`src/hw/mprds_cfg.svh`:
```
// constants for the mii port role and direction select block
// assumes inclusion once per compile unit via guard
//
// Function
// - col sampled from phy in mac mode, driven to mac in phy mode
// - crs input from phy in mac mode, driven as carrier in phy mode
// - tx clock supplied by phy in mac mode, generated and driven in phy mode
// - rx clock supplied by phy in mac mode, generated and driven in phy mode
// - receive nibbles flow phy to switch in mac mode, switch to mac in phy mode
// - rx data valid qualifies nibbles; input in mac mode, output in phy mode
// - mdio exchanged with external master as slave, with external phy as master
// - mdc input from master as slave, driven to phy as master
// - port duplex follows the duplex pin live while autoneg enable is set
// - autoneg enable cleared: ignore duplex pin, use programmed duplex
// - polarity strap 0: pin 0 full duplex; strap 1: pin 1 full duplex
// - receive error output held low in phy mode
// - transmit error output held low in mac mode
// - transmit error from external mac in phy mode aborts current receive packet
`ifndef MPRDS_CFG_SVH
`define MPRDS_CFG_SVH

// ************************************************************
// timing
// ************************************************************
`define MPRDS_CLK_PERIOD_PS    5000
`define MPRDS_MII_CLK_PERIOD_NS 40
// half period of the generated 25 MHz mii clock in system cycles
`define MPRDS_MII_HALF_CYC     ((`MPRDS_MII_CLK_PERIOD_NS * 1000) / (2 * `MPRDS_CLK_PERIOD_PS))
`define MPRDS_MDC_PERIOD_NS    400
`define MPRDS_MDC_HALF_CYC     ((`MPRDS_MDC_PERIOD_NS * 1000) / (2 * `MPRDS_CLK_PERIOD_PS))
`define MPRDS_DIV_W            6

// ************************************************************
// field values and reset values
// ************************************************************
`define MPRDS_DUPLEX_FULL      1'b1
`define MPRDS_RST_DUPLEX       1'b0

`endif

```
`src/hw/mprds_pkg.sv`:
```
// types shared by the mii port role and direction select block
// assumes the cfg header is compiled alongside
package mprds_pkg;
    // port role: mac faces an external phy, phy faces an external mac
    typedef enum logic {
        MPRDS_ROLE_MAC = 1'b0,
        MPRDS_ROLE_PHY = 1'b1
    } mprds_role_t;

    // management role
    typedef enum logic {
        MPRDS_MGMT_SLAVE  = 1'b0,
        MPRDS_MGMT_MASTER = 1'b1
    } mprds_mgmt_t;

    // receive frame tracker states, gray along idle-run-drop
    typedef enum logic [1:0] {
        MPRDS_RX_IDLE = 2'b00,
        MPRDS_RX_RUN  = 2'b01,
        MPRDS_RX_DROP = 2'b11
    } mprds_rxst_t;
endpackage

```
`src/hw/mprds_clk_if.sv`:
```
// carrier for generated clocks between top and divider
// assumes one clock domain, clk_sys
`timescale 1ns/1ps
interface mprds_clk_if;
    logic run;
    logic tick;
    logic level;
    modport gen (input run, output tick, output level);
    modport use_side (output run, input tick, input level);
endinterface

```
`src/hw/mprds_clkgen.sv`:
```
// square-wave clock divider off clk_sys
// assumes half period of at least one cycle
`timescale 1ns/1ps
`include "mprds_cfg.svh"
module mprds_clkgen #(
    parameter logic [`MPRDS_DIV_W-1:0] HALF = `MPRDS_DIV_W'(1)
) (
    // system
    input  wire logic     clk_sys,
    input  wire logic     rst,
    // carrier
    mprds_clk_if.gen      cg
);
    import mprds_pkg::*;

    typedef struct packed {
        logic [`MPRDS_DIV_W-1:0] cnt;
        logic                    lvl;
    } mprds_div_t;

    mprds_div_t s_reg;
    mprds_div_t s_next;

    // count up to the half period, toggle on wrap; stopped clock rests low
    always_comb begin
        s_next = s_reg;
        if (!cg.run) begin
            s_next.cnt = '0;
            s_next.lvl = 1'b0;
        end else if (s_reg.cnt == HALF - 1'b1) begin
            s_next.cnt = '0;
            s_next.lvl = ~s_reg.lvl;
        end else begin
            s_next.cnt = s_reg.cnt + 1'b1;
        end
    end

    always_ff @(posedge clk_sys or posedge rst) begin
        if (rst) begin
            s_reg <= '0;
        end else begin
            s_reg <= s_next;
        end
    end

    assign cg.level = s_reg.lvl;
    assign cg.tick  = cg.run && (s_reg.cnt == HALF - 1'b1) && s_reg.lvl;

    AST_DIV_TOGGLE: assert property (@(posedge clk_sys) disable iff (rst)
        (cg.run && $past(cg.run) && s_reg.cnt == HALF - 1'b1) |=> (s_reg.lvl != $past(s_reg.lvl)))
        else $error("divider did not toggle at half period");
endmodule

```
`src/hw/mprds_top.sv`:
```
// mii port 0 role and direction select with duplex derivation
// assumes pins resolved by the bench from out/oe; rx clock is a plain sampled input, tx clock input is unused
`timescale 1ns/1ps
`include "mprds_cfg.svh"
module mprds_top (
    // system
    input  wire logic                  clk_sys,
    input  wire logic                  rst,
    // role configuration
    input  wire mprds_pkg::mprds_role_t port_role,
    input  wire mprds_pkg::mprds_mgmt_t mgmt_role,
    input  wire logic                  duplex_pol_strap,
    input  wire logic                  virtual_phy_autoneg_enable,
    input  wire logic                  virtual_phy_duplex,
    // duplex pin and result
    input  wire logic                  duplex_pin,
    output logic                       port_full_duplex,
    // collision pin
    input  wire logic                  col_in,
    output logic                       col_out,
    output logic                       col_oe,
    // carrier sense pin
    input  wire logic                  crs_in,
    output logic                       crs_out,
    output logic                       crs_oe,
    // transmit clock pin
    input  wire logic                  txclk_in,
    output logic                       txclk_out,
    output logic                       txclk_oe,
    // receive clock pin
    input  wire logic                  rxclk_in,
    output logic                       rxclk_out,
    output logic                       rxclk_oe,
    // receive data and valid pins
    input  wire logic [3:0]            rxd_in,
    output logic [3:0]                 rxd_out,
    output logic                       rxd_oe,
    input  wire logic                  rxdv_in,
    output logic                       rxdv_out,
    output logic                       rxdv_oe,
    // error pins
    input  wire logic                  rxer_in,
    output logic                       rxer_out,
    output logic                       rxer_oe,
    input  wire logic                  txer_in,
    output logic                       txer_out,
    output logic                       txer_oe,
    // management pins
    input  wire logic                  mdio_in,
    output logic                       mdio_out,
    output logic                       mdio_oe,
    input  wire logic                  mdc_in,
    output logic                       mdc_out,
    output logic                       mdc_oe,
    // switch side, pins toward fabric
    output logic                       sw_col,
    output logic                       sw_crs,
    output logic [3:0]                 sw_rx_data,
    output logic                       sw_rx_valid,
    output logic                       sw_rx_abort,
    output logic                       sw_mii_clk_edge,
    // switch side, data toward pins in phy mode
    input  wire logic                  sw_col_drive,
    input  wire logic                  sw_crs_drive,
    input  wire logic [3:0]            sw_rx_data_drive,
    input  wire logic                  sw_rx_valid_drive,
    input  wire logic                  sw_txer_drive,
    // management engine side
    input  wire logic                  mgmt_mdio_out,
    input  wire logic                  mgmt_mdio_oe,
    input  wire logic                  mgmt_mdc_run,
    output logic                       mgmt_mdio_in,
    output logic                       mgmt_mdc_edge
);
    import mprds_pkg::*;

    // ************************************************************
    // state
    // ************************************************************
    typedef struct packed {
        logic [11:0] s1;      // first synchroniser stage, read only by s2
        logic [11:0] s2;
        logic        rxclk_d;
        logic        mdc_d;
        mprds_rxst_t rxst;
        logic        fdx;
        logic        col;
        logic        crs;
        logic [3:0]  rxd;
        logic        rxdv;
        logic        abort;
        logic        clk_edge;
        logic        mdc_edge;
        logic [7:0]  drv;     // pin data: mdio, rxd, rxdv, col, crs
    } mprds_st_t;

    mprds_st_t st_reg;
    mprds_st_t st_next;

    // indices into the synchroniser vector
    localparam int I_COL = 0;
    localparam int I_CRS = 1;
    localparam int I_RXD = 2;
    localparam int I_DV  = 6;
    localparam int I_TXER = 7;
    localparam int I_RCK = 8;
    localparam int I_MDC = 9;
    localparam int I_DPX = 10;
    localparam int I_MDIO = 11;

    wire logic is_phy = (port_role == MPRDS_ROLE_PHY);
    wire logic is_mst = (mgmt_role == MPRDS_MGMT_MASTER);

    // rising edge of a synchronised level
    function automatic logic rise(input logic now, input logic was);
        rise = now & ~was;
    endfunction

    // ************************************************************
    // generated clocks
    // ************************************************************
    mprds_clk_if mii_cg();
    mprds_clk_if mdc_cg();

    assign mii_cg.run = is_phy;
    assign mdc_cg.run = is_mst & mgmt_mdc_run;

    mprds_clkgen #(.HALF(`MPRDS_DIV_W'(`MPRDS_MII_HALF_CYC))) u_miiclk (
        .clk_sys (clk_sys),
        .rst     (rst),
        .cg      (mii_cg)
    );
    mprds_clkgen #(.HALF(`MPRDS_DIV_W'(`MPRDS_MDC_HALF_CYC))) u_mdcclk (
        .clk_sys (clk_sys),
        .rst     (rst),
        .cg      (mdc_cg)
    );

    // ************************************************************
    // next state
    // ************************************************************
    always_comb begin
        st_next = st_reg;
        st_next.s1 = {mdio_in, duplex_pin, mdc_in, rxclk_in, txer_in, rxdv_in, rxd_in, crs_in, col_in};
        st_next.s2 = st_reg.s1;
        st_next.rxclk_d = st_reg.s2[I_RCK];
        st_next.mdc_d = st_reg.s2[I_MDC];
        // pin data leaves through flops so the pins never show decode glitches
        st_next.drv[7]   = mgmt_mdio_out;
        st_next.drv[6:0] = is_phy ? {sw_rx_data_drive, sw_rx_valid_drive, sw_col_drive, sw_crs_drive} : 7'h00;
        // duplex: live pin with polarity, or programmed value when autoneg off
        if (!virtual_phy_autoneg_enable) begin
            st_next.fdx = virtual_phy_duplex;
        end else begin
            st_next.fdx = (st_reg.s2[I_DPX] == duplex_pol_strap);
        end
        // mac mode samples rxd and rxdv on the received clock rising edge; col and crs every cycle
        st_next.clk_edge = is_phy ? mii_cg.tick : rise(st_reg.s2[I_RCK], st_reg.rxclk_d);
        st_next.mdc_edge = is_mst ? mdc_cg.tick : rise(st_reg.s2[I_MDC], st_reg.mdc_d);
        if (!is_phy) begin
            st_next.col = st_reg.s2[I_COL];
            st_next.crs = st_reg.s2[I_CRS];
            if (st_next.clk_edge) begin
                st_next.rxd  = st_reg.s2[I_RXD +: 4];
                st_next.rxdv = st_reg.s2[I_DV];
            end
        end else begin
            st_next.col = 1'b0;
            st_next.crs = 1'b0;
            st_next.rxd = 4'h0;
            st_next.rxdv = 1'b0;
        end
        // abort tracker: txer from external mac kills the current packet
        st_next.abort = 1'b0;
        case (st_reg.rxst)
            MPRDS_RX_IDLE: begin
                if (is_phy && sw_rx_valid_drive) begin
                    st_next.rxst = MPRDS_RX_RUN;
                end
            end
            MPRDS_RX_RUN: begin
                if (!is_phy || !sw_rx_valid_drive) begin
                    st_next.rxst = MPRDS_RX_IDLE;
                end else if (st_reg.s2[I_TXER]) begin
                    st_next.rxst  = MPRDS_RX_DROP;
                    st_next.abort = 1'b1;
                end
            end
            MPRDS_RX_DROP: begin
                if (!is_phy || !sw_rx_valid_drive) begin
                    st_next.rxst = MPRDS_RX_IDLE;
                end
            end
            default: begin
                st_next.rxst = MPRDS_RX_IDLE;
            end
        endcase
    end

    always_ff @(posedge clk_sys or posedge rst) begin
        if (rst) begin
            st_reg <= '0;
        end else begin
            st_reg <= st_next;
        end
    end

    // ************************************************************
    // pin drivers
    // ************************************************************
    // outputs only in the role that owns them; inputs left undriven
    assign col_oe    = is_phy;
    assign col_out   = st_reg.drv[1];
    assign crs_oe    = is_phy;
    assign crs_out   = st_reg.drv[0];
    assign txclk_oe  = is_phy;
    assign txclk_out = mii_cg.level;
    assign rxclk_oe  = is_phy;
    assign rxclk_out = mii_cg.level;
    assign rxd_oe    = is_phy;
    assign rxd_out   = st_reg.drv[6:3];
    assign rxdv_oe   = is_phy;
    assign rxdv_out  = st_reg.drv[2];
    assign rxer_oe   = is_phy;
    assign rxer_out  = 1'b0;
    assign txer_oe   = ~is_phy;
    assign txer_out  = 1'b0;
    // mdio is open-drain-like: engine chooses when to drive
    assign mdio_oe   = mgmt_mdio_oe;
    assign mdio_out  = st_reg.drv[7];
    assign mdc_oe    = is_mst;
    assign mdc_out   = mdc_cg.level;

    // switch-side outputs, all registered
    assign sw_col          = st_reg.col;
    assign sw_crs          = st_reg.crs;
    assign sw_rx_data      = st_reg.rxd;
    assign sw_rx_valid     = st_reg.rxdv;
    assign sw_rx_abort     = st_reg.abort;
    assign sw_mii_clk_edge = st_reg.clk_edge;
    assign mgmt_mdio_in    = st_reg.s2[I_MDIO];
    assign mgmt_mdc_edge   = st_reg.mdc_edge;
    assign port_full_duplex = st_reg.fdx;

    // ************************************************************
    // checks
    // ************************************************************
    AST_COL_DIR:   assert property (@(posedge clk_sys) disable iff (rst)
        !is_phy |-> !col_oe && !crs_oe) else $error("col or crs driven in mac mode");
    AST_CRS_FOLLOW: assert property (@(posedge clk_sys) disable iff (rst)
        (!is_phy && $stable(port_role)) ##1 !is_phy |-> sw_crs == $past(st_reg.s2[I_CRS]))
        else $error("carrier not followed");
    AST_CLK_OE:    assert property (@(posedge clk_sys) disable iff (rst)
        txclk_oe == is_phy && rxclk_oe == is_phy) else $error("clock enable wrong");
    AST_RXCLK_RUN: assert property (@(posedge clk_sys) disable iff (rst)
        (is_phy [*8]) ##1 is_phy |-> $changed(rxclk_out) || $past(rxclk_out, 2) != rxclk_out
        || $past(rxclk_out, 3) != rxclk_out || $past(rxclk_out, 4) != rxclk_out)
        else $error("rx clock not running in phy mode");
    AST_RXD_DIR:   assert property (@(posedge clk_sys) disable iff (rst)
        is_phy ##1 is_phy |-> rxd_oe && rxdv_oe && rxd_out == $past(sw_rx_data_drive))
        else $error("rxd not driven");
    AST_DV_QUAL:   assert property (@(posedge clk_sys) disable iff (rst)
        is_phy ##1 is_phy |-> !sw_rx_valid) else $error("valid seen in phy mode");
    AST_MDC_DIR:   assert property (@(posedge clk_sys) disable iff (rst)
        mdc_oe == is_mst) else $error("mdc direction wrong");
    AST_DPX_OVR:   assert property (@(posedge clk_sys) disable iff (rst)
        !virtual_phy_autoneg_enable |=> port_full_duplex == $past(virtual_phy_duplex))
        else $error("duplex override ignored");
    AST_DPX_POL:   assert property (@(posedge clk_sys) disable iff (rst)
        virtual_phy_autoneg_enable |=> port_full_duplex == ($past(st_reg.s2[I_DPX]) == $past(duplex_pol_strap)))
        else $error("duplex polarity wrong");
    AST_ERR_LOW:   assert property (@(posedge clk_sys) disable iff (rst)
        !rxer_out && !txer_out && (txer_oe != rxer_oe)) else $error("error pin not low");
    AST_ABORT:     assert property (@(posedge clk_sys) disable iff (rst)
        (st_reg.rxst == MPRDS_RX_RUN && is_phy && sw_rx_valid_drive && st_reg.s2[I_TXER]) |=> sw_rx_abort ##1 !sw_rx_abort)
        else $error("abort not pulsed");

    COV_PHY_ABORT: cover property (@(posedge clk_sys) disable iff (rst) sw_rx_abort);
    COV_MAC_DATA:  cover property (@(posedge clk_sys) disable iff (rst) !is_phy && sw_rx_valid);
    COV_MDC_GEN:   cover property (@(posedge clk_sys) disable iff (rst) is_mst && mgmt_mdc_edge);
    COV_DPX_FLIP:  cover property (@(posedge clk_sys) disable iff (rst) $changed(port_full_duplex));
endmodule

```
`config.mk`:
```
export PLATFORM = sky130hd
export DESIGN_NAME = mprds_top
export DESIGN_NICKNAME = d
export VERILOG_FILES = /design/src/hw/mprds_pkg.sv /design/src/hw/mprds_clk_if.sv /design/src/hw/mprds_clkgen.sv /design/src/hw/mprds_top.sv
export VERILOG_INCLUDE_DIRS = /design/src /design/src/hw
export SDC_FILE = /design/constraint.sdc
export NUM_CORES = 1
export LEC_CHECK = 0
export ABC_CLOCK_PERIOD_IN_PS = 2900
export BUFFER_PORTS_ARGS = -buffer_cell sky130_fd_sc_hd__buf_2
export CAP_MARGIN = 10
export CORE_UTILIZATION = 45
export CTS_CLUSTER_SIZE = 16
export DETAILED_ROUTE_END_ITERATION = 10
export GPL_TIMING_DRIVEN = 0
export PLACE_DENSITY = 0.74
export SLEW_MARGIN = 20
export SYNTH_ARGS = -nofsm -noshare
export SYNTH_HDL_FRONTEND = slang
export SYNTH_SLANG_ARGS = --single-unit
```
`constraint.sdc`:
```
create_clock -name clk_sys -period 2.9 [get_ports clk_sys]
set_input_delay 0.87 -clock clk_sys [delete_from_list [all_inputs] [get_ports clk_sys]]
set_output_delay 0.87 -clock clk_sys [all_outputs]
set_load 0.02 [all_outputs]
```
# Yosys cells after proc, flatten, opt, wreduce, memory -nomap -nowiden
# Cells that the tools add are included.
[op_classes] addsub=2 eq_ne=10 muxes=20 bitwise_logic=8 n_reduce_logical=11
[ops] cell="$mux W7" n=4
[ops] cell="$add A6 B1 Y6 const B" n=2
[ops] cell="$mux W6" n=2
[ops] cell="$mux W1" n=8
[ops] cell="$mux W2" n=4
[ops] cell="$eq A6 B2 Y1 const B" n=1
[ops] cell="$eq A6 B6 Y1 const B" n=1
[ops] cell="$ne A2 B2 Y1 const B" n=3
[ops] cell="$pmux W2 S3" n=1
[ops] cell="$logic_and A1 B1 Y1" n=5
[ops] cell="$mux W5" n=1
[ops] cell="$not A1 Y1" n=5
[ops] cell="$and A1 B1 Y1" n=3
[ops] cell="$ne A3 B3 Y1 const B" n=1
[ops] cell="$reduce_and A3 Y1" n=1
[ops] cell="$eq A2 B1 Y1 const B" n=1
[ops] cell="$eq A2 B2 Y1 const B" n=1
[ops] cell="$logic_not A1 Y1" n=2
[ops] cell="$logic_not A2 Y1" n=1
[ops] cell="$ne A2 B1 Y1 const B" n=1
[ops] cell="$reduce_bool A2 Y1" n=1
[ops] cell="$eq A1 B1 Y1" n=1
[ops] cell="$logic_or A1 B1 Y1" n=1
[totals] regBits=61 inputBits=32 out_inout_bits=35 elab_cells=69

# Depth between registers and ports, before layout
# Gate-level depths: netlist (run 1).
[logic_depth] depth_word=6 mapped_depth=4 ltp_nobuf=4

# Cells and area by module
# From an unflattened synthesis (run 1), not the netlist that was laid out.
[hier_totals] cells_unflattened=172 hier_area_um2=2217.1
[modules_own_cells] module="mprds_top" n_inst=1 cells_each=111 area_per_inst_um2=1565.3 seq_area_each_um2=1176.1
[modules_own_cells] module="mprds_clkgen (u_miiclk)" n_inst=1 cells_each=31 area_per_inst_um2=336.6 seq_area_each_um2=175.2
[modules_own_cells] module="mprds_clkgen (u_mdcclk)" n_inst=1 cells_each=30 area_per_inst_um2=315.3 seq_area_each_um2=175.2

# Least setup slack after synthesis (run 1)
# OpenSTA, ideal clock, no wires.
[synth_path] path_kind="input-to-output" from="input port_role" to="output txer_oe" arrival_time_ns=1.172 required_time_ns=2.030 setup_slack_ns=0.858 stages=2 n_path_buf=1 path_cell_list="buf_2 > inv_1"
[synth_between] elab_chain_len=1
[synth_rtl] item="start, declared" line="mprds_top.sv:10" rtl="input wire mprds_pkg::mprds_role_t port_role,"
[synth_rtl] item="$not A1 Y1" line="mprds_top.sv:226" rtl="assign txer_oe = ~is_phy;"
[synth_rtl] item="end, declared" line="mprds_top.sv:47" rtl="output logic txer_oe,"
# No other way between the ends.

# Worst setup path in the final report (run 1)
# Same ends and word-level chain as after synthesis.

==> reports/qor.csv, run 1 <==
stage,metric,value,unit
sta,finalHoldViolCount,0,
logic_synthesis,synthSimpleGateAreaFrac,11.8,%
sta,fmax,0.420,GHz
pwr,pwr_density_cell,666,nW/um2
cts,cts_setup_buffers,0,
logic_synthesis,ys_seq_area_share,69.7,%
layout,syn_to_final_growth,26.8,%
min_path,hp-class,flip-flop to flip-flop,
logic_synthesis,synth-adder-area-share,1.14,%
cts,cts_tree,yes,
pwr,max-vdd-ir-drop,0.000364,V
logic_synthesis,yosys.area_share.xor_xnor,2.80,%
grt,antenna_found_initial,0,
grt,met3_usage,5.34,%
cts,htreeDepth,3,
setup_path,critPathBufInv,4,
pwr,p_leak,1.47,nW
floorplanning,initial_utilization,46.7,%
min_path,min_to,st_reg[23],
setup_path,rr_startpoint,u_mdcclk.s_reg[1],
setup_path,crit_slowest_cell,buf_2,
sta,post-route-min-period,2.38,ns
sta,max_slew_margin,53.7,%
placed_design,port-buffer-count,60,
sta,period_share,82.1,%
setup_path,r2r_slack,1.35,ns
drt,dr.pass1.iters,4,
logic_synthesis,ys_ff_latch,61,
layout,largest_reg_flops,14,
logic_synthesis,synth_warnings,0,
setup_path,r2r-end,u_mdcclk.cg.level,
layout,drive_above_1_share,43.3,%
setup_path,slowest_delay,0.23,ns
layout,nets,267,
drt,viasPerCell,4.59,
setup_path,cp.arrival,1.51,ns
cts,cts_num_sinks,61,
cts,clock_latency,0.33,ns
logic_synthesis,synthTopCellsByArea,"dfrtp_1 (70%), buf_4 (6.9%), mux2i_1 (3.2%)",
min_path,hold_path_depth,0,
cts,ctsHoldBuffers,0,
cts,numCtsBuffers,9,
floorplanning,dieArea,5150,um2
cts,cts-root-buf,clkbuf_8,
floorplanning,rows,25,
logic_synthesis,synth_top_family_by_area,simple AND/OR/NAND/NOR gates,
run,maxCapViolations,0,
sta,finalSetupViolCount,0,
cts,cts.path.max_buffers,2,
logic_synthesis,async_flop_share,100,%
logic_synthesis,synthCells,161,
setup_path,cp_cell_sequence,buf_2 > buf_2 > inv_1 > buf_2,
floorplanning,die_y,71.8,um
logic_synthesis,syn_avg_cell_area,13.6,um2
sta,skew,0.00502,ns
sta,slew_viol_final,0,
grt,gr-max-usage-layer,met2,
setup_path,crit_type,primary input to output port,
setup_path,path_max_fanout,11,
drt,drc,0,
drt,wl,3110,um
grt,overflow,0,
setup_path,cpMostUsedCell,buf_2,
grt,grt_use_met1,15.8,%
layout,layout_commonest_cell,buf_2,
floorplanning,chipWidth,71.8,um
drt,wl_per_cell,10.6,um
cts,cts-resized-gates,0,
setup_path,cp_top_family,buffers and inverters,
logic_synthesis,ys_types,30,
placed_design,place_hpwl,2080,um
drt,postRouteAntennaNets,0,
floorplanning,io_pins,67,
logic_synthesis,synth.cell_area,2190,um2
floorplanning,core,4690,um2
setup_path,start_kind,primary input,
logic_synthesis,yosys.area.top_type_share,69.7,%
drt,vias,1339,
setup_path,required,2.03,ns
grt,grt_max_degree,62,
outcome,outcome,finished clean,
pwr,finalPower,0.00185,W
setup_path,end_kind,output port,
sta,setup_ws,0.519,ns
grt,grt_pass1_vias,1254,
min_path,min_from,st_next[23],
logic_synthesis,yosys.area.top_type,dfrtp_1,
placed_design,gp_congestion,0.713,
layout,antennaDiodeCount,0,
logic_synthesis,synthMuxAreaShare,4.23,%
grt,grt_pass1_wl,5310,um
layout,final_cell_mix,"buf_2 (62), dfrtp_1 (61), buf_4 (20)",
sta,rsz0062_at_grt,no,
grt,grt.met2_usage,22.1,%
cts,cts.clk_slew.worst_paths,0.07,ns
logic_synthesis,synth_edf_count,0,
drt,drtIter0Drc,57,
placed_design,post-place-ws,0.502,ns
logic_synthesis,ys.flop_type,dfrtp_1,
sta,tightest_slew,0.695,ns
setup_path,r2r_cells,4,
logic_synthesis,synth_compound_area_share,2.17,%
grt,track_usage,14.1,%
-- metal layers --
metal / wire length, um / vias up / share of wire, %
met1: 1320 / 626 / 42
met3: 235 / 11 / 7.6
met4: 102 / 0 / 3.3
met5: 0 / - / 0
met2: 1450 / 54 / 47
li1: - / 648 / -
-- report_power, final --
group,switching [W],total [W],leakage [nW],internal (W)
Clock,0.000312,0.000796,0.107,0.000483
Sequential,0.0000157,0.000906,0.769,0.000890
Combinational,0.0000848,0.000151,0.595,0.0000660
Total,0.000413,0.00185,1.47,0.00144
-- cell families after synthesis --
group	Yosys count
simple gates	49
fa+ha+maj	2
compound gates	6
xor+xnor	7
other cells	1
mux	9
flops	61
buf+inv	26
-- how the worst max path moves through the flow --
stage / from / endpoint / slack, ns / cells past startpoint
after global routing: port_role / txer_oe / 0.47 / 4
after detailed placement: port_role / txer_oe / 0.50 / 4
after global placement: rst / u_miiclk.s_reg[4] / -0.13 / 2
after floorplan: rst / col_out / 0.52 / 1
after CTS: port_role / txer_oe / 0.50 / 4
final: port_role / txer_oe / 0.52 / 4
-- cell type report --
type                    instances  area, um2
fillers                       394       1910
flip-flops and latches         61       1530
multi-input cells              75        493
repair buffers                 60        300
plain buffers                  23        164
clock buffers                  10        128
clock inverters                 6       86.3
well taps                      54       67.6
inverters                       3       13.8
-- cells in the mapped netlist, drive strengths merged (2+ instances only) --
cell type	n
nor3	2
buf	22
mux2i	7
ha	2
inv	3
and2	8
nand2b	4
and3	2
nor2b	2
mux2	2
xnor2	3
xor2	4
nor3b	2
nand3	4
dfrtp	61
nor2	16
nand2	6
-- per-stage QoR --
step	std cells	util (%)	setup TNS, ns	hold WS (ns)	area (um2)
after global routing	292	59.2	0	0.356	2780
after detailed placement	276	54.7	0	0.335	2560
after CTS	292	59.2	0	0.350	2780
after global placement	276	54.6	-7.65	0.333	2560
after floorplan	162	-	0	0.331	2190
final	292	59.2	0	0.346	2780
Note: power is estimated with default switching activity, not from simulation.
==> run 2: changes to the inputs <==
--- a/config.mk
+++ b/config.mk
@@ -6,14 +6,15 @@
 export SDC_FILE = /design/constraint.sdc
 export NUM_CORES = 1
 export LEC_CHECK = 0
-export ABC_CLOCK_PERIOD_IN_PS = 2900
+export ABC_AREA = 1
+export ABC_CLOCK_PERIOD_IN_PS = 2150
 export BUFFER_PORTS_ARGS = -buffer_cell sky130_fd_sc_hd__buf_2
 export CAP_MARGIN = 10
 export CORE_UTILIZATION = 45
 export CTS_CLUSTER_SIZE = 16
 export DETAILED_ROUTE_END_ITERATION = 10
 export GPL_TIMING_DRIVEN = 0
-export PLACE_DENSITY = 0.74
+export PLACE_DENSITY = 0.77
 export SLEW_MARGIN = 20
 export SYNTH_ARGS = -nofsm -noshare
 export SYNTH_HDL_FRONTEND = slang
==> constraint.sdc (replaced) <==
create_clock -name clk_sys -period 2.15 [get_ports clk_sys]
set_input_delay 0.645 -clock clk_sys [delete_from_list [all_inputs] [get_ports clk_sys]]
set_output_delay 0.645 -clock clk_sys [all_outputs]
set_load 0.02 [all_outputs]
==> run 2 against run 1 <==
  * Worst hold slack got worse by 0.0047 ns
  * Non-clock buffer count is the same
  * Final cell count grew 17%
  * Largest cell class unchanged
  * Synthesized area rose by 1.8%
  * Synthesized cell count increased by 22%
  * Design area grew 2.5%
  * Critical endpoint unchanged
  * Flip-flop and latch count unchanged
  * Sequential power up 36%
==> reports/qor.csv, run 2 <==
stage,metric,value,unit
outcome,outcome,finished clean,
floorplanning,io_pins,67,
setup_path,cpMostUsedCell,buf_2,
cts,cts_tree,yes,
placed_design,dpl.cell_count,325,
drt,wl_per_cell,10.4,um
logic_synthesis,ys_ff_latch,61,
floorplanning,dieArea,5240,um2
logic_synthesis,synthCells,196,
drt,postRouteAntennaNets,0,
cts,cts_setup_buffers,0,
sta,finalSetupViolCount,0,
setup_path,crit_type,primary input to output port,
cts,cts_num_sinks,61,
logic_synthesis,synth.cell_area,2230,um2
logic_synthesis,synth_warnings,0,
logic_synthesis,synth_edf_count,0,
cts,cts-resized-gates,0,
layout,syn_to_final_growth,27.7,%
setup_path,cp_top_family,buffers and inverters,
layout,fin_cells,341,
setup_path,end_kind,output port,
cts,htreeDepth,3,
setup_path,critPathBufInv,4,
layout,drive_above_1_share,39.4,%
logic_synthesis,synthTopCellsByArea,"dfrtp_1 (68%), buf_4 (6.7%), nand2_1 (4.4%)",
placed_design,port-buffer-count,60,
grt,antenna_found_initial,0,
sta,rsz0062_at_grt,no,
pwr,max-vdd-ir-drop,0.000439,V
sta,skew,0.00565,ns
min_path,hold_path_depth,0,
cts,clock_latency,0.33,ns
layout,utilization,59.9,%
min_path,hp-class,flip-flop to flip-flop,
logic_synthesis,ys_seq_area_share,68.5,%
layout,final_cell_mix,"buf_2 (62), dfrtp_1 (61), nand2_1 (26)",
drt,drtIter0Drc,48,
cts,cts-root-buf,clkbuf_8,
floorplanning,chipWidth,72.4,um
cts,ctsHoldBuffers,0,
sta,slew_viol_final,0,
run,maxCapViolations,0,
placed_design,gp_congestion,0.794,
logic_synthesis,yosys.area.top_type_share,68.5,%
layout,layout_commonest_cell,buf_2,
logic_synthesis,synth.most_common_cell,dfrtp_1,
setup_path,rr_startpoint,u_miiclk.s_reg[1],
layout,fin_area,2850,um2
setup_path,r2r_cells,7,
grt,grt_pass1_vias,1346,
cts,cts.path.max_buffers,2,
setup_path,cp_cell_sequence,buf_2 > inv_2 > buf_2 > buf_2,
drt,wl,3540,um
grt,grt_max_degree,34,
floorplanning,initial_utilization,46.9,%
layout,fillers,421,
grt,track_usage,15.1,%
setup_path,r2r-end,u_miiclk.cg.level,
sta,fmax,0.511,GHz
cts,numCtsBuffers,9,
setup_path,required,1.50,ns
logic_synthesis,synth_common_cells,"dfrtp_1 (61), nand2_1 (26), nor2_1 (23), inv_1 (22), buf_4 (20)",
placed_design,place_hpwl,2390,um
floorplanning,core,4750,um2
pwr,pwr_density_cell,882,nW/um2
sta,finalHoldViolCount,0,
setup_path,crit_slowest_cell,buf_2,
pwr,p_leak,1.55,nW
logic_synthesis,ys.flop_type,dfrtp_1,
placed_design,dpl_cell_area,2640,um2
sta,setup_ws,0.192,ns
logic_synthesis,ys_types,25,
sta,period_share,91.1,%
floorplanning,die_y,72.4,um
setup_path,slowest_delay,0.21,ns
sta,post-route-min-period,1.96,ns
logic_synthesis,yosys.area.top_type,dfrtp_1,
sta,max_slew_margin,53.5,%
floorplanning,rows,25,
setup_path,start_kind,primary input,
sta,finalSetupTns,0,ns
layout,nets,303,
cts,cts.clk_slew.worst_paths,0.07,ns
layout,antennaDiodeCount,0,
min_path,min_to,st_reg[27],
logic_synthesis,async_flop_share,100,%
drt,dr.pass1.iters,5,
grt,grt_pass1_wl,5660,um
drt,drc,0,
setup_path,path_max_fanout,12,
layout,largest_reg_flops,14,
setup_path,r2r_slack,0.95,ns
min_path,min_from,st_next[27],
setup_path,cp.arrival,1.31,ns
sta,tightest_slew,0.696,ns
drt,vias,1460,
drt,viasPerCell,4.28,
grt,overflow,0,
placed_design,post-place-ws,0.197,ns
logic_synthesis,syn_avg_cell_area,11.4,um2
## run 2: changes by cell type in the layout (fill, tap and decap cells not counted), sizes merged, moves of 2 or more
cell / delta
nor2: +9
a21oi: +3
mux2: -2
and3: -2
mux2i: -7
inv: +20
nand2: +21
nor2b: -2
nand3: +8
and2: -8
o21ai: +6
nand2b: -4
## run 2: cell type report
cell class,instances,area [um2],share of cell area (%)
tap,67,83.8,2.94
sequential,61,1530,53.6
multi-input combinational,89,453,15.9
inverter,25,97.6,3.43
timing repair buffer,61,320,11.2
clock inverter,5,75.1,2.64
buffer,22,160,5.62
clock buffer,11,131,4.61
## run 2: report_power, final
part           internal (W)  switching [W]
Combinational     0.0000906       0.000131
Sequential          0.00120      0.0000243
Clock              0.000647       0.000415
## run 2: how the worst max path moves through the flow
stage	start	slack, ns	endpoint	cells past startpoint
floorplan	port_role	0.61	txer_oe	2
global placement	port_role	0.20	txer_oe	4
detailed placement	port_role	0.20	txer_oe	4
CTS	port_role	0.18	txer_oe	4
global route	port_role	0.16	txer_oe	4
finish	port_role	0.19	txer_oe	4
## run 2: metal layers
layer | vias up | global-route usage (%) | share of wire (%)
li1 | 726 | - | -
met1 | 678 | 16.4 | 42
met2 | 47 | 24.4 | 50
met3 | 9 | 5.00 | 5.5
met4 | 0 | 11.3 | 2.1
met5 | - | 0 | 0
## run 2: kinds of logic (layout without fill, tap and decap cells)
| logic type | count (synthesis) | count (layout) | synth area share [%] |
|---|---|---|---|
| compound gates | 13 | 13 | 3.37 |
| xor+xnor | 5 | 5 | 1.96 |
| fa+ha+maj | 2 | 2 | 1.12 |
| buf+inv | 47 | 124 | 11.4 |
| flops | 61 | 61 | 68.5 |
| other cells | 1 | 2 | 0.168 |
| simple gates | 67 | 67 | 13.5 |
## run 2: through the flow
step	hold slack, ns	total power, W
2_1_floorplan	0.331	0.00139
3_3_place_gp	0.332	0.00146
3_5_place_dp	0.335	0.00147
4_1_cts	0.349	0.00254
5_1_grt	0.353	0.00262
6_report	0.342	0.00251
